### config.mk
export PLATFORM = sky130hd
export DESIGN_NAME = tmc_timer
export DESIGN_NICKNAME = d
export VERILOG_FILES = /design/src/shared/tmc_pkg.sv /design/src/core/tmc_tick_gen.sv /design/src/core/tmc_timer.sv
export SDC_FILE = /design/constraint.sdc
export NUM_CORES = 1
export LEC_CHECK = 0
export BUFFER_PORTS_ARGS = -buffer_cell sky130_fd_sc_hd__clkbuf_2
export CAP_MARGIN = 0
export CORE_UTILIZATION = 50
export DETAILED_ROUTE_END_ITERATION = 12
export GPL_ROUTABILITY_DRIVEN = 0
export PLACE_DENSITY = 0.88
export REMOVE_ABC_BUFFERS = 1
export SLEW_MARGIN = 20
export SYNTH_ARGS = -nofsm -noshare
export SYNTH_HDL_FRONTEND = slang
export SYNTH_SLANG_ARGS = --single-unit
### constraint.sdc
create_clock -name clk -period 2.5 [get_ports clk]
set_input_delay 0 -clock clk [delete_from_list [all_inputs] [get_ports clk]]
set_output_delay 0 -clock clk [all_outputs]
set_load 0.02 [all_outputs]
### src/shared/tmc_pkg.sv
`default_nettype none
package tmc_pkg;
   // ***********************************************************
   // Bus geometry
   // ***********************************************************
   localparam int          ADR_W        = 18;
   localparam int          DAT_W        = 32;

   // ***********************************************************
   // Register indices (byte address is four times the index)
   // ***********************************************************
   localparam logic [15:0] IDX_CTRL     = 16'hA003;
   localparam logic [15:0] IDX_CNT_LO   = 16'hA004;
   localparam logic [15:0] IDX_CNT_MID  = 16'hA005;
   localparam logic [15:0] IDX_CNT_HI   = 16'hA006;
   localparam logic [15:0] IDX_STATUS   = 16'hA008;
   localparam logic [15:0] IDX_CLEAR    = 16'hA009;
   localparam logic [15:0] IDX_IRQ_EN   = 16'hA00A;

   // ***********************************************************
   // Field positions
   // ***********************************************************
   localparam int          CTRL_SEL_LSB = 0;
   localparam int          CTRL_MODE    = 2;
   localparam int          CTRL_RUN     = 3;
   localparam int          STAT_OVF     = 0;

   // ***********************************************************
   // Reset values and counts
   // ***********************************************************
   localparam logic [7:0]  CTRL_RST     = 8'h00;
   localparam logic [23:0] CNT_RST      = 24'h000000;
   localparam logic [23:0] RELOAD_RST   = 24'h000000;
   localparam logic [23:0] CNT_MAX      = 24'hFFFFFF;
   localparam logic [0:0]  STAT_RST     = 1'h0;
   localparam logic [0:0]  IRQ_EN_RST   = 1'h0;
   localparam logic [7:0]  DIV_RST      = 8'h00;
   localparam logic [7:0]  INT_DIV      = 8'h01;
   localparam logic [7:0]  SLOW_DIV     = 8'h10;

   typedef enum logic [1:0] {
      TMC_SEL_INT_A  = 2'h0,
      TMC_SEL_INT_B  = 2'h1,
      TMC_SEL_SLOW_A = 2'h2,
      TMC_SEL_SLOW_B = 2'h3
   } tmc_clk_sel_t;
endpackage
`default_nettype wire

### src/core/tmc_tick_gen.sv
`timescale 1ns/10ps
`default_nettype none
module tmc_tick_gen (
   input  wire logic       clk,
   input  wire logic       sys_rst,
   input  wire logic [1:0] count_clock_select,
   output var  logic       tick_o
);
   import tmc_pkg::*;

   logic [7:0] int_cnt_q;
   logic [7:0] slow_cnt_q;
   logic       int_pulse;
   logic       slow_pulse;

   assign int_pulse  = (int_cnt_q == INT_DIV - 8'h01);
   assign slow_pulse = (slow_cnt_q == SLOW_DIV - 8'h01);

   // Both dividers run always so a select change never waits a full period
   always_ff @(posedge clk) begin
      if (sys_rst || int_pulse) begin
         int_cnt_q <= DIV_RST;
      end else begin
         int_cnt_q <= int_cnt_q + 8'h01;
      end
   end

   always_ff @(posedge clk) begin
      if (sys_rst || slow_pulse) begin
         slow_cnt_q <= DIV_RST;
      end else begin
         slow_cnt_q <= slow_cnt_q + 8'h01;
      end
   end

   always_ff @(posedge clk) begin
      if (sys_rst) begin
         tick_o <= 1'b0;
      end else begin
         tick_o <= count_clock_select[1] ? slow_pulse : int_pulse; // see RULE8
      end
   end

   slow_gap_a: assert property (@(posedge clk) disable iff (sys_rst) // see RULE8
      (count_clock_select[1] && slow_cnt_q != SLOW_DIV - 8'h01) |=> !tick_o)
      else $error("Tick from slow source off its period");
   int_gap_a: assert property (@(posedge clk) disable iff (sys_rst) // see RULE8
      !count_clock_select[1] |=> (tick_o == $past(int_pulse)))
      else $error("Tick from internal source off its period");
endmodule // tmc_tick_gen
`default_nettype wire

### src/core/tmc_timer.sv
// Behaviour
// RULE1 - Count is one 24-bit value, three bytes
// RULE2 - Reload mode: byte writes go to reload
// RULE3 - Free-run mode: byte writes load count now
// RULE4 - Byte reads always return live count
// RULE5 - Software reads high byte first, low last
// RULE6 - Mode bit: 1 reload, 0 free-run
// RULE7 - Overflow sets sticky flag until software clears
// RULE8 - Select 00/01 internal, 10/11 slow oscillator
// RULE9 - Run bit set counts, clear holds
// RULE10 - Reload mode overflow loads reload value
//
// Decided for this implementation: register access over Wishbone.
`timescale 1ns/10ps
`default_nettype none
module tmc_timer (
   input  wire logic                      clk,
   input  wire logic                      sys_rst,
   input  wire logic                      wb_cyc_i,
   input  wire logic                      wb_stb_i,
   input  wire logic                      wb_we_i,
   input  wire logic [tmc_pkg::ADR_W-1:0] wb_adr_i,
   input  wire logic [3:0]                wb_sel_i,
   input  wire logic [tmc_pkg::DAT_W-1:0] wb_dat_i,
   output var  logic [tmc_pkg::DAT_W-1:0] wb_dat_o,
   output var  logic                      wb_ack_o,
   output var  logic                      irq_o
);
   import tmc_pkg::*;

   // ***********************************************************
   // Decode helpers
   // ***********************************************************
   function automatic logic hit(input logic [ADR_W-1:0] adr, input logic [15:0] idx);
      hit = (adr[ADR_W-1:2] == idx);
   endfunction

   function automatic logic [2:0] cnt_lane(input logic [ADR_W-1:0] adr);
      cnt_lane = {hit(adr, IDX_CNT_HI), hit(adr, IDX_CNT_MID), hit(adr, IDX_CNT_LO)};
   endfunction

   logic [23:0] aux_timer_count_q;
   logic [23:0] reload_q;
   logic [1:0]  count_clock_select_q;
   logic        reload_mode_select_q;
   logic        run_control_q;
   logic        overflow_flag_q;
   logic        overflow_irq_enable_q;
   logic        access;
   logic        wr_acc;
   logic [2:0]  lane;
   logic        cnt_wr;
   logic        tick;
   logic        ovf_evt;
   logic        ovf_clr;
   logic [31:0] rd_d;

   assign access  = wb_cyc_i && wb_stb_i && !wb_ack_o;
   assign wr_acc  = access && wb_we_i && wb_sel_i[0];
   assign lane    = cnt_lane(wb_adr_i);
   assign cnt_wr  = wr_acc && !reload_mode_select_q && (lane != 3'h0);
   assign ovf_evt = run_control_q && tick && (aux_timer_count_q == CNT_MAX) && !cnt_wr;
   assign ovf_clr = wr_acc && hit(wb_adr_i, IDX_CLEAR) && wb_dat_i[STAT_OVF];

   // ***********************************************************
   // Count clock source
   // ***********************************************************
   tmc_tick_gen u_tick (
      .clk                (clk),
      .sys_rst            (sys_rst),
      .count_clock_select (count_clock_select_q),
      .tick_o             (tick)
   );

   // ***********************************************************
   // Control and interrupt enable
   // ***********************************************************
   always_ff @(posedge clk) begin
      if (sys_rst) begin
         count_clock_select_q <= CTRL_RST[CTRL_SEL_LSB+:2];
         reload_mode_select_q <= CTRL_RST[CTRL_MODE];
         run_control_q        <= CTRL_RST[CTRL_RUN];
      end else if (wr_acc && hit(wb_adr_i, IDX_CTRL)) begin
         count_clock_select_q <= wb_dat_i[CTRL_SEL_LSB+:2];
         reload_mode_select_q <= wb_dat_i[CTRL_MODE]; // see RULE6
         run_control_q        <= wb_dat_i[CTRL_RUN];
      end
   end

   always_ff @(posedge clk) begin
      if (sys_rst) begin
         overflow_irq_enable_q <= IRQ_EN_RST;
      end else if (wr_acc && hit(wb_adr_i, IDX_IRQ_EN)) begin
         overflow_irq_enable_q <= wb_dat_i[STAT_OVF];
      end
   end

   // ***********************************************************
   // Reload value and live count
   // ***********************************************************
   always_ff @(posedge clk) begin
      if (sys_rst) begin
         reload_q <= RELOAD_RST;
      end else if (wr_acc && reload_mode_select_q) begin
         for (int i = 0; i < 3; i++) begin
            if (lane[i]) begin
               reload_q[i*8+:8] <= wb_dat_i[7:0]; // see RULE2
            end
         end
      end
   end

   // A software load wins over a tick in the same cycle; that tick is dropped
   always_ff @(posedge clk) begin
      if (sys_rst) begin
         aux_timer_count_q <= CNT_RST; // see RULE1
      end else if (cnt_wr) begin
         for (int i = 0; i < 3; i++) begin
            if (lane[i]) begin
               aux_timer_count_q[i*8+:8] <= wb_dat_i[7:0]; // see RULE3
            end
         end
      end else if (run_control_q && tick) begin // see RULE9
         if (aux_timer_count_q == CNT_MAX) begin
            aux_timer_count_q <= reload_mode_select_q ? reload_q : CNT_RST; // see RULE10
         end else begin
            aux_timer_count_q <= aux_timer_count_q + 24'h000001;
         end
      end
   end

   // ***********************************************************
   // Status and interrupt
   // ***********************************************************
   // Set wins over clear so an overflow in the clearing cycle survives
   always_ff @(posedge clk) begin
      if (sys_rst) begin
         overflow_flag_q <= STAT_RST;
      end else if (ovf_evt) begin
         overflow_flag_q <= 1'b1; // see RULE7
      end else if (ovf_clr) begin
         overflow_flag_q <= 1'b0;
      end
   end

   always_ff @(posedge clk) begin
      if (sys_rst) begin
         irq_o <= 1'b0;
      end else begin
         irq_o <= (overflow_flag_q || ovf_evt) && overflow_irq_enable_q;
      end
   end

   // ***********************************************************
   // Wishbone read mux and acknowledge
   // ***********************************************************
   // No snapshot: a multi-byte read can tear, software orders the bytes
   always_comb begin
      rd_d = 32'h00000000;
      if (hit(wb_adr_i, IDX_CNT_LO)) begin
         rd_d[7:0] = aux_timer_count_q[7:0]; // see RULE4
      end else if (hit(wb_adr_i, IDX_CNT_MID)) begin
         rd_d[7:0] = aux_timer_count_q[15:8]; // see RULE4
      end else if (hit(wb_adr_i, IDX_CNT_HI)) begin
         rd_d[7:0] = aux_timer_count_q[23:16]; // see RULE4
      end else if (hit(wb_adr_i, IDX_CTRL)) begin
         rd_d[CTRL_SEL_LSB+:2] = count_clock_select_q;
         rd_d[CTRL_MODE]       = reload_mode_select_q;
         rd_d[CTRL_RUN]        = run_control_q;
      end else if (hit(wb_adr_i, IDX_STATUS)) begin
         rd_d[STAT_OVF] = overflow_flag_q;
      end else if (hit(wb_adr_i, IDX_IRQ_EN)) begin
         rd_d[STAT_OVF] = overflow_irq_enable_q;
      end
   end

   always_ff @(posedge clk) begin
      if (sys_rst) begin
         wb_ack_o <= 1'b0;
         wb_dat_o <= 32'h00000000;
      end else begin
         wb_ack_o <= access;
         wb_dat_o <= (access && !wb_we_i) ? rd_d : 32'h00000000;
      end
   end

   // ***********************************************************
   // Assertions
   // ***********************************************************
   ack_single_a: assert property (@(posedge clk) disable iff (sys_rst)
      wb_ack_o |=> !wb_ack_o)
      else $error("Acknowledge held longer than one cycle");
   read_live_a: assert property (@(posedge clk) disable iff (sys_rst) // see RULE4
      (access && !wb_we_i && hit(wb_adr_i, IDX_CNT_HI)) |=> wb_dat_o[7:0] == $past(aux_timer_count_q[23:16]))
      else $error("High byte read did not return live count");
   reload_write_a: assert property (@(posedge clk) disable iff (sys_rst) // see RULE2
      (wr_acc && reload_mode_select_q && lane[0]) |=> reload_q[7:0] == $past(wb_dat_i[7:0]))
      else $error("Reload byte not written in reload mode");
   reload_keeps_cnt_a: assert property (@(posedge clk) disable iff (sys_rst) // see RULE2
      (wr_acc && reload_mode_select_q && lane[1] && !run_control_q) |=> $stable(aux_timer_count_q))
      else $error("Reload mode write disturbed the count");
   free_write_a: assert property (@(posedge clk) disable iff (sys_rst) // see RULE3
      (wr_acc && !reload_mode_select_q && lane[1]) |=> aux_timer_count_q[15:8] == $past(wb_dat_i[7:0]))
      else $error("Free-run write did not load the count");
   ovf_sticky_a: assert property (@(posedge clk) disable iff (sys_rst) // see RULE7
      (overflow_flag_q && !ovf_clr) |=> overflow_flag_q)
      else $error("Overflow flag dropped without a clear");
   ovf_set_a: assert property (@(posedge clk) disable iff (sys_rst) // see RULE7
      ovf_evt |=> overflow_flag_q ##1 (overflow_flag_q || $past(ovf_clr)))
      else $error("Overflow did not set the flag");
   reload_load_a: assert property (@(posedge clk) disable iff (sys_rst) // see RULE10
      (ovf_evt && reload_mode_select_q) |=> aux_timer_count_q == $past(reload_q))
      else $error("Reload value not loaded on overflow");
   free_wrap_a: assert property (@(posedge clk) disable iff (sys_rst) // see RULE6
      (ovf_evt && !reload_mode_select_q) |=> aux_timer_count_q == CNT_RST)
      else $error("Free-run count did not wrap to zero");
   stop_hold_a: assert property (@(posedge clk) disable iff (sys_rst) // see RULE9
      (!run_control_q && !cnt_wr) |=> $stable(aux_timer_count_q))
      else $error("Stopped counter moved");
   irq_level_a: assert property (@(posedge clk) disable iff (sys_rst)
      (overflow_flag_q && overflow_irq_enable_q) |=> irq_o)
      else $error("Enabled flag did not raise interrupt");

   ovf_reload_c: cover property (@(posedge clk) disable iff (sys_rst) ovf_evt && reload_mode_select_q);
   ovf_free_c:   cover property (@(posedge clk) disable iff (sys_rst) ovf_evt && !reload_mode_select_q);
   set_clear_c:  cover property (@(posedge clk) disable iff (sys_rst) ovf_evt && ovf_clr);
   irq_c:        cover property (@(posedge clk) disable iff (sys_rst) irq_o);
endmodule // tmc_timer
`default_nettype wire

-- After elaboration in Yosys (flattened, before gate mapping)
Cells that the tools add are included.
- add/subtract/negate cells: 3
- bitwise logic cells: 1
- reduce and logical (&&, ||, !) cells: 34
- eq/ne operators: 12
- multiplexer cells: 18
- operator list (operator ; number):
    $eq 16x16->1 const B ; 7
    $mux 24 ; 4
    $mux 8 ; 5
    $add 24x1->24 const B ; 1
    $eq 24x24->1 const B ; 1
    $add 8x1->8 const B ; 2
    $logic_and 1x1->1 ; 16
    $reduce_and 2->1 ; 6
    $eq 8x4->1 const B ; 1
    $logic_not 8->1 ; 1
    $mux 4 ; 2
    $mux 1 ; 6
    $ne 2x2->1 const B ; 3
    $logic_not 1->1 ; 4
    $reduce_bool 2->1 ; 2
    $logic_or 1x1->1 ; 3
    $mux 3 ; 1
    $reduce_bool 3->1 ; 1
    $reduce_or 2->1 ; 1
    $not 1->1 ; 1
- word-level logic and storage cells: 86
- flip-flop bits (word level): 105

-- Longest topological paths before layout
Gate-level depths: netlist (run 1).
- depth in word-level cells: 10
- mapped depth: 8
- mapped depth without buffers: 7

-- Cells and area by module
From an unflattened synthesis (run 1), not the netlist that was laid out.
- cell total of the unflattened synthesis: 566
- area, all modules: 4636.9 um2
- by module, submodules not included (module ; cells an instance ; instances ; area each (um2) ; sequential area each (um2)):
    tmc_timer ; 484 ; 1 ; 3918.8 ; 1281.2
    tmc_tick_gen ; 82 ; 1 ; 718.2 ; 340.3

-- Worst setup path before layout (run 1)
Ideal clock, no wire load.
- path kind: register -> register
- from: register aux_timer_count_q[17]
- to: register aux_timer_count_q[7]
- cell stages (with the launch flop): 8
- path slack: 0.158 ns
- path buffers: 2
- data arrival time: 2.241 ns
- cell sequence: dfxtp_1 clkbuf_2 nand4_1 or4_1 nor4_2 buf_4 a221oi_1 o41ai_1
- cells in the longest elaborated chain, start to end: 4
- RTL lines (item ; RTL line ; RTL):
    from (decl) ; tmc_timer.sv:42 ; logic [23:0] aux_timer_count_q;
    from (signal, indexed assignment) ; tmc_timer.sv:120 ; aux_timer_count_q[i*8+:8] <= wb_dat_i[7:0];
    from (signal assigned) ; tmc_timer.sv:125 ; aux_timer_count_q <= reload_mode_select_q ? reload_q : CNT_RST;
    from (signal assigned) ; tmc_timer.sv:127 ; aux_timer_count_q <= aux_timer_count_q + 24'h000001;
    $eq 24x24->1 ; tmc_timer.sv:124 ; if (aux_timer_count_q == CNT_MAX) begin
    $mux 24 ; tmc_timer.sv:124 ;
    $mux 24 ; tmc_timer.sv:123 ; end else if (run_control_q && tick) begin
    $mux 24 ; tmc_timer.sv:117 ; end else if (cnt_wr) begin
Every way passes these cells. The select of a mux whose other input is x is not followed.
A chain may end at the register's enable or synchronous reset.

-- Worst setup path after layout (run 1)
- from: register aux_timer_count_q[20]
- to: register aux_timer_count_q[10]
The elaborated chain is that of the path after synthesis.

==> results of run 1 <==
[final cells by class]
| type | count | area (um2) | area share, % |
|---|---|---|---|
| clock buffer | 11 | 151.4 | 2.925 |
| clock inverter | 5 | 62.56 | 1.209 |
| inverter | 10 | 37.54 | 0.7252 |
| multi-input combinational | 438 | 2633 | 50.86 |
| sequential | 81 | 1622 | 31.33 |
| tap | 108 | 135.1 | 2.611 |
| timing repair buffer | 80 | 535.5 | 10.35 |
[per-layer routing]
layer	vias up	global-route usage, %
li1	2059	-
met1	2120	33.90
met2	310	44.31
met3	76	6.763
met4	0	15.05
met5	-	0
[state kept, by name, indices dropped and copies added, names as in the netlist]
name                   flops
u_tick.slow_cnt_q          8
wb_dat_o                   8
u_tick.tick_o              1
wb_ack_o                   1
overflow_irq_enable_q      1
run_control_q              1
aux_timer_count_q         24
irq_o                      1
count_clock_select_q       2
overflow_flag_q            1
reload_q                  24
reload_mode_select_q       1
u_tick.int_cnt_q           8
[where the power goes]
group	switching (mW)	total (mW)	internal (mW)
Clock	0.516	1.04	0.521
Combinational	0.111	0.158	0.0471
Sequential	0.00459	1.30	1.29
[through the flow]
step	TNS, ps	util [%]	power, mW	instances
CTS	0	59.07	2.487	733
floorplan	-821.7	-	1.393	529
detailed placement	0	55.71	1.472	709
global route	0	59.07	2.558	733
finish	0	59.07	2.495	733
global placement	0	55.71	1.467	709
[worst reg2reg max path, cell delays in order, from the launching register on]
cell and delay (ps):
dfxtp_1 430, nand2_1 140, or4_1 620, nor4_2 350
buf_4 230, a211oi_1 90, or3_1 360, a21oi_1 150
[cells in the final DEF (no fill, tap or decap), types with 3 or more instances in the layout]
cell / synthesis / layout
and2_1: 3 / 3
buf_4: 25 / 32
a211oi_1: 15 / 15
nor2b_1: 3 / 3
mux2i_1: 19 / 19
or3_1: 11 / 11
dfxtp_1: 81 / 81
nor3_1: 8 / 8
clkbuf_2: 3 / 39
inv_1: 10 / 10
o21ai_0: 10 / 10
nand3b_1: 14 / 14
xor2_1: 16 / 16
or2_2: 3 / 3
o41ai_1: 9 / 9
a311oi_1: 4 / 4
a31oi_1: 6 / 6
xnor2_1: 13 / 13
conb_1: 1 / 24
clkbuf_8: 0 / 11
dlygate4sd3_1: 0 / 8
nand2b_1: 4 / 4
nor4_1: 7 / 7
and3_1: 3 / 3
nor2_1: 66 / 66
a21oi_1: 44 / 44
nand2_1: 72 / 72
nand4_1: 12 / 12
or4_1: 4 / 4
ha_1: 4 / 4
nand3_1: 18 / 18
and4_1: 3 / 3
[final timing paths]
| check | startpoint | end | slack (ps) | cells after the start |
|---|---|---|---|---|
| min reg2reg | reload_q[1] | reload_q[1] | 460 | 2 |
| max reg2reg | aux_timer_count_q[20] | aux_timer_count_q[10] | 80 | 7 |
| max | aux_timer_count_q[20] | aux_timer_count_q[10] | 80 | 7 |
| min | wb_dat_i[1] | reload_q[1] | 20 | 3 |
[cell families (layout without fill, tap and decap cells)]
logic type,Yosys count,after routing,share of synthesized area [%]
compound gates,111,111,16.17
other cells,1,24,0.08268
mux,19,19,4.193
simple gates,251,251,28.99
xor+xnor,29,29,5.600
fa+ha+maj,4,4,1.103
buf+inv,67,106,8.110
flops,81,81,35.75
==> flow_summary_export.csv, run 1 <==
group,metric,value,unit
run_status,status,"complete, no violations",
finish,final_nets,683,
synthesis,yosysMostFrequentCell,"dfxtp_1",
route,drcViolationCount,0,
floorplan,dieArea,0.009456,mm2
floorplan,die_w,97.24,um
timing,slew_viol_final,0,
route,dr_wl_met2,5.987,mm
clock_network,cts_max_level,3,
synthesis,yosysWarnings,0,
synthesis,synth_top_area_share,35.75,%
hold_path,hold_path_class,"in2reg",
global_route,antenna_found_initial,0,
power,ir_worst_vdd,302.0,uV
floorplan,die_h,97.24,um
route,drtAntennaViolNets,0,
route,m1WireLength,4.922,mm
clock_network,cts_buffers,9,
timing,finalHoldViolCount,0,
clock_network,cts.clk_slew.worst_paths,90,ps
setup_path,crit_fanout,8,
finish,fillCellCount,704,
route,top_layer,"met4",
route,totalWireLength,12.94,mm
timing,rsz0062_at_grt,"false",
synthesis,ys_types,66,
placed_design,dp_worst_setup_slack,65.30,ps
floorplan,start_util,51.76,%
synthesis,synthTopCellsByArea,"dfxtp_1, nand2_1, nor2_1, a21oi_1, mux2i_1",
timing,holdWs,16.32,ps
synthesis,netlist_instances,563,
setup_path,critPathMaxStageDelay,610,ps
floorplan,core,0.008763,mm2
route,route.vias.total,4565,
route,firstDrtPassIters,6,
setup_path,arrival,2720,ps
placed_design,placed_area,0.004882,mm2
clock_network,cts_tree,"done",
clock_network,clk_latency,370,ps
timing,setup_slack,78.56,ps
floorplan,core.rowCount,34,
clock_network,cts-root-buf,"clkbuf_8",
synthesis,syn_area,0.004536,mm2
timing,worst_slew_pin_slew,577.1,ps
power,powerDensity,482.0,mW/mm2
setup_path,worstSetupEndpointType,"flip-flop",
finish,area_growth,14.12,%
synthesis,ys_seq_elements,81,
synthesis,synth-main-ff-cell,"dfxtp_1",
clock_network,cts-resized-gates,0,
setup_path,path_buf_inv,1,
placed_design,post-dp-hpwl,8.968,mm
setup_path,cp_slowest_cell,"or4_1",
power,p_leak,1.847,nW
synthesis,synth-edff-count,0,
global_route,grt_pass1_wl,21.02,mm
timing,fin_crit_sh,96.86,%
route,dr.first_iter.drc_count,519,
global_route,grtUsageTotal,27.56,%
placed_design,io_buffers,39,
global_route,first_global_vias,4414,
route,wl_per_cell,17.65,um
finish,layout-drive-gt1-share,17.12,%
setup_path,cp-start-kind,"flip-flop",
synthesis,synthTopCellsByCount,"dfxtp_1, nand2_1, nor2_1, a21oi_1, buf_4",
setup_path,path_cells,"nand2_1, or4_1, nor4_2, buf_4, a211oi_1, or3_1, a21oi_1",
timing,slew_headroom,61.52,%
synthesis,syn_avg_cell_area,8.056,um2
route,viasPerCell,6.228,
timing,clock.fmax,413.0,MHz
global_route,grt_max_degree,40,
finish,stdcell_area,0.005176,mm2
clock_network,cts_buffer_depth,2,
timing,setup_viol,0,
floorplan,num_io_pins,93,
setup_path,cp.required,2800,ps
setup_path,critPathTopFamily,"simple AND/OR/NAND/NOR gates",
global_route,grt_remaining_overflow,0,
finish,n_antenna_cell,0,
synthesis,synth-async-reset-ratio,0,%
timing,period_minus_slack,2421,ps
clock_network,clock_sinks,81,
flow_run,max-cap-violations,0,
setup_path,path_class,"reg2reg",
synthesis,yosysTopAreaCell,"dfxtp_1",
timing,clock_skew,9.774,ps
route,met3_length,1.429,mm
synthesis,seq_area_frac_synth,35.75,%
clock_network,cts_setup_buffers,0,
clock_network,cts_hold_repair.buffers,8,
Power figures use the tool's default switching activity.
==> run 2: changes to the inputs <==
--- a/config.mk
+++ b/config.mk
@@ -5,9 +5,10 @@
 export SDC_FILE = /design/constraint.sdc
 export NUM_CORES = 1
 export LEC_CHECK = 0
+export ABC_AREA = 1
 export BUFFER_PORTS_ARGS = -buffer_cell sky130_fd_sc_hd__clkbuf_2
 export CAP_MARGIN = 0
-export CORE_UTILIZATION = 50
+export CORE_UTILIZATION = 51
 export DETAILED_ROUTE_END_ITERATION = 12
 export GPL_ROUTABILITY_DRIVEN = 0
 export PLACE_DENSITY = 0.88
==> flow_summary_export.csv, run 2 <==
group,metric,value,unit
finish,seqCellArea,0.001622,mm2
setup_path,crit_fanout,24,
clock_network,cts_max_level,3,
timing,period_minus_slack,2213,ps
route,route.vias.total,4949,
floorplan,start_util,53.42,%
clock_network,cts_setup_buffers,0,
route,totalWireLength,12.40,mm
clock_network,cts_buffers,9,
route,wl_per_cell,13.36,um
synthesis,synth-main-ff-cell,"dfxtp_1",
timing,clock_skew,17.40,ps
synthesis,syn_area,0.005006,mm2
power,ir_worst_vdd,268.5,uV
global_route,grt_remaining_overflow,0,
placed_design,io_buffers,39,
route,drtAntennaViolNets,0,
timing,setup_viol,0,
finish,layout_common_cells,"nand2_1, nor2_1, inv_1",
finish,fin_cells,928,
timing,worst_slew_pin_slew,614.2,ps
placed_design,post-dp-hpwl,8.996,mm
timing,tns,0,ps
floorplan,num_io_pins,93,
global_route,grt_max_degree,37,
synthesis,synth_top_area_share,32.39,%
synthesis,seq_area_frac_synth,32.39,%
power,powerDensity,453.7,mW/mm2
timing,setup_slack,287.3,ps
synthesis,netlist_instances,752,
finish,largest_registers,"aux_timer_count_q: 24 flops, reload_q: 24 flops",
synthesis,synthTopCellsByCount,"nand2_1, nor2_1, inv_1, dfxtp_1, nand3_1",
floorplan,dieArea,0.01022,mm2
placed_design,dp_worst_setup_slack,384.6,ps
finish,postLayoutCoreUtil,58.08,%
floorplan,core,0.009371,mm2
synthesis,yosysTopAreaCell,"dfxtp_1",
setup_path,path_class,"reg2reg",
floorplan,die_h,101.1,um
floorplan,core.rowCount,35,
synthesis,ys_seq_elements,81,
clock_network,cts.clk_slew.worst_paths,90,ps
route,firstDrtPassIters,5,
finish,n_antenna_cell,0,
synthesis,syn_avg_cell_area,6.657,um2
clock_network,cts_tree,"done",
flow_run,max-cap-violations,0,
setup_path,cp-start-kind,"flip-flop",
synthesis,synthTopCellsByArea,"dfxtp_1, nand2_1, nor2_1, inv_1, nand3_1",
clock_network,cts_buffer_depth,2,
finish,area_growth,8.723,%
hold_path,hold_path_class,"in2reg",
global_route,grt_pass1_wl,20.76,mm
timing,rsz0062_at_grt,"false",
timing,fin_crit_sh,88.51,%
setup_path,arrival,2510,ps
synthesis,yosysMostFrequentCell,"nand2_1",
power,p_leak,2.330,nW
finish,layout-drive-gt1-share,13.64,%
synthesis,synth-edff-count,0,
run_status,status,"complete, no violations",
hold_path,min_delay_path_depth,3,
setup_path,ff2ff_path_depth,11,
route,drcViolationCount,0,
timing,clock.fmax,451.9,MHz
placed_design,placedCellCount,903,
route,viasPerCell,5.333,
finish,multi_input_comb_area,0.002805,mm2
clock_network,clk_latency,370,ps
route,dr.first_iter.drc_count,400,
finish,final_nets,857,
timing,finalHoldViolCount,0,
timing,slew_viol_final,0,
floorplan,die_w,101.1,um
clock_network,cts-root-buf,"clkbuf_8",
synthesis,yosysWarnings,0,
clock_network,clock_sinks,81,
synthesis,ys_types,39,
timing,slew_headroom,59.01,%
finish,layout_commonest_cell,"nand2_1",
setup_path,cp.required,2800,ps
finish,fillCellCount,890,
timing,holdWs,14.05,ps
synthesis,synth-async-reset-ratio,0,%
global_route,antenna_found_initial,0,
setup_path,worstSetupEndpointType,"flip-flop",
global_route,first_global_vias,4494,
global_route,grtUsageTotal,26.01,%
## run 2: routing by layer
| layer | track usage, % | vias up | routed length (um) |
|---|---|---|---|
| li1 | - | 2458 | - |
| met4 | 13.94 | 0 | 403 |
| met1 | 32.41 | 2225 | 5349 |
| met5 | 0 | - | 0 |
| met2 | 42.02 | 231 | 5578 |
| met3 | 5.409 | 35 | 1067 |
## run 2: final timing paths
path                            from                     to  slack [ps]
max             aux_timer_count_q[1]  aux_timer_count_q[15]         290
min                      wb_dat_i[0]  overflow_irq_enable_q          10
max reg2reg     aux_timer_count_q[1]  aux_timer_count_q[15]         290
min reg2reg  count_clock_select_q[1]          u_tick.tick_o         440
## run 2: report_power, final
part | switching (mW) | internal, mW
clock | 0.539 | 0.481
combinational | 0.105 | 0.0466
sequential | 0.00329 | 1.29
total | 0.648 | 1.82
## run 2: cells by family after synthesis
logic type	Yosys count	synth area share [%]
buffers and inverters	131	13.30
other	1	0.07491
XOR/XNOR	14	2.449
AO/OA/AOI/OAI	124	13.90
adder cells (fa/ha/maj)	4	0.9998
AND/OR/NAND/NOR	397	36.89
flip-flops	81	32.39
## run 2: metrics by stage
stage	cell area (um2)	power, mW
after floorplan	4750	1.412
after global placement	5144	1.465
after detailed placement	5144	1.466
after CTS	5443	2.471
after global routing	5443	2.546
final	5443	2.469
## run 2: worst max-delay path: stages, from the launching register on
cell     delay (ps)
dfxtp_1         420
ha_1            280
nand2_1          90
nor2_2          160
nand2_2         140
nor2_8          200
nand2_4         210
inv_2           240
nand3_1         110
a21oi_1         150
nor2_1           60
nor2_1           70
## run 2: layout make-up
cell class / count / share of cell area (%)
Clock buffer: 9 / 2.276
Clock inverter: 7 / 1.563
Inverter: 86 / 5.931
Multi-Input combinational cell: 563 / 51.54
Sequential cell: 81 / 29.79
Tap cell: 129 / 2.966
Timing Repair Buffer: 53 / 5.931
## run 2: timing repair
action / in CTS / in global routing
endpoints found under the hold margin: 22 / 0
gates resized for setup: 0 / 0
hold buffers: 9 / 0
==> run 3: changes to the inputs <==
--- a/config.mk
+++ b/config.mk
@@ -5,13 +5,12 @@
 export SDC_FILE = /design/constraint.sdc
 export NUM_CORES = 1
 export LEC_CHECK = 0
-export ABC_AREA = 1
 export BUFFER_PORTS_ARGS = -buffer_cell sky130_fd_sc_hd__clkbuf_2
 export CAP_MARGIN = 0
-export CORE_UTILIZATION = 51
+export CORE_UTILIZATION = 25
 export DETAILED_ROUTE_END_ITERATION = 12
 export GPL_ROUTABILITY_DRIVEN = 0
-export PLACE_DENSITY = 0.88
+export PLACE_DENSITY = 0.55
 export REMOVE_ABC_BUFFERS = 1
 export SLEW_MARGIN = 20
 export SYNTH_ARGS = -nofsm -noshare
==> constraint.sdc (replaced) <==
create_clock -name clk -period 2.5 [get_ports clk]
set_input_delay 0.625 -clock clk [delete_from_list [all_inputs] [get_ports clk]]
set_output_delay 0.625 -clock clk [all_outputs]
set_load 0.02 [all_outputs]
==> flow_summary_export.csv, run 3 (synthesis gave the netlist of run 1 again) <==
group,metric,value,unit
timing,clock.fmax,385.3,MHz
finish,layout_common_cells,"dfxtp_1, nand2_1, buf_4",
timing,finalHoldViolCount,0,
floorplan,num_io_pins,93,
route,drtAntennaViolNets,0,
placed_design,dp_worst_setup_slack,-522.5,ps
route,wl_per_cell,16.82,um
finish,final_nets,725,
finish,fillCellCount,1793,
global_route,antenna_found_initial,0,
floorplan,die_w,136.7,um
run_status,status,"finished with violations",
floorplan,core,0.01748,mm2
timing,slew_viol_final,0,
timing,slew_headroom,45.14,%
route,drcViolationCount,0,
clock_network,cts_buffer_depth,2,
route,viasPerCell,5.019,
timing,period_minus_slack,2596,ps
clock_network,clk_latency,350,ps
clock_network,cts-root-buf,"clkbuf_16",
route,firstDrtPassIters,5,
setup_path,cp_slowest_cell,"or4_4",
setup_path,arrival,2880,ps
clock_network,clock_sinks,81,
setup_path,cp-start-kind,"primary input",
setup_path,crit_fanout,8,
clock_network,cts.clk_slew.worst_paths,60,ps
power,p_total,2.876,mW
finish,multi_input_comb_area,0.002938,mm2
flow_run,max-cap-violations,0,
hold_path,hold_path_class,"reg2reg",
finish,seqCellArea,0.001622,mm2
clock_network,cts_max_level,3,
timing,fin_crit_sh,103.8,%
timing,setup_slack,-95.53,ps
setup_path,cpMostUsedCell,"or4_4",
power,p_leak,2.258,nW
clock_network,cts_tree,"done",
finish,layout-drive-gt1-share,29.43,%
clock_network,cts_hold_repair.buffers,0,
route,dr.first_iter.drc_count,289,
global_route,grt_max_degree,74,
floorplan,die_h,136.7,um
finish,largest_registers,"aux_timer_count_q: 24 flops, reload_q: 24 flops",
route,totalWireLength,14.99,mm
setup_path,critPathMaxStageDelay,620,ps
finish,n_antenna_cell,0,
finish,area_growth,35.26,%
setup_path,worstSetupEndpointType,"flip-flop",
timing,clock_skew,10.74,ps
power,powerDensity,468.9,mW/mm2
finish,postLayoutCoreUtil,35.10,%
timing,worst_slew_pin_slew,822.5,ps
floorplan,dieArea,0.01869,mm2
finish,layout_commonest_cell,"dfxtp_1",
placed_design,io_buffers,39,
floorplan,core.rowCount,48,
timing,rsz0062_at_grt,"true",
setup_path,path_class,"in2reg",
global_route,grt_remaining_overflow,0,
floorplan,start_util,25.95,%
run_status,violations,"setup timing",
global_route,grt_pass1_wl,22.87,mm
global_route,first_global_vias,4150,
setup_path,path_cells,"clkbuf_2, or4_4, or4_4, nor4_4, nor2_4, buf_6, or3_1, a21oi_1",
setup_path,cp.required,2780,ps
placed_design,post-dp-hpwl,10.20,mm
clock_network,cts_buffers,9,
power,ir_worst_vdd,233.2,uV
route,route.vias.total,4472,
timing,setup_viol,27,
global_route,grtUsageTotal,16.47,%
timing,holdWs,450.0,ps
## run 3: cell types whose count changed in the layout (fill, tap and decap cells not counted), moves of 10 or more
cell	before	now
nor2_1	111	59
mux2i_1	0	18
o21ai_1	27	2
o21ai_0	33	8
buf_4	5	60
inv_1	82	10
buf_6	0	16
nand2_1	169	69
nand3b_1	4	14
nand3_1	52	18
## run 3: per-layer routing
layer / share of wire [%] / track usage [%]
met1: 46 / 22.99
met2: 43 / 23.52
met3: 7.1 / 2.963
met4: 3.7 / 9.444
met5: 0 / 0
## run 3: area by class of cell
class                   count  share of cell area (%)
multi-input cells         439                   47.89
clock buffers              13                   4.569
clock inverters             2                  0.5711
flip-flops and latches     81                   26.43
well taps                 225                   4.589
repair buffers            121                   15.34
inverters                  10                  0.6119
## run 3: critical path: cells and delay by family
family	cells	cell delay [ps]
AOI/OAI and AO/OA	1	120
buffers and inverters	2	240
and+or+nand+nor	5	1870
## run 3: timing repair
action,CTS,global route
buffers inserted,8,5
pin swaps,24,19
setup endpoints to repair,38,52
gates cloned,2,1
gates resized for setup,42,38
## run 3: power breakdown
| part | leakage [nW] | total [mW] | switching (mW) | internal (mW) |
|---|---|---|---|---|
| registers | 0.653 | 1.30 | 0.00443 | 1.30 |
| logic | 1.45 | 0.164 | 0.117 | 0.0470 |
| clock network | 0.158 | 1.41 | 0.537 | 0.876 |
## run 3: final timing paths
check / cells past startpoint / from / to / slack, ps
min: 2 / reload_q[1] / reload_q[1] / 450
max: 8 / wb_adr_i[11] / aux_timer_count_q[4] / -100
min reg2reg: 2 / reload_q[1] / reload_q[1] / 450
max reg2reg: 7 / aux_timer_count_q[18] / aux_timer_count_q[4] / 30
## run 3: through the flow
step | area (um2) | TNS [ps] | cells
final | 6135 | -1382 | 891
after global placement | 5336 | -21150 | 862
after floorplan | 4292 | -9370 | 529
after CTS | 5941 | -588.6 | 887
after global routing | 6135 | -3468 | 891
after detailed placement | 5336 | -22200 | 862
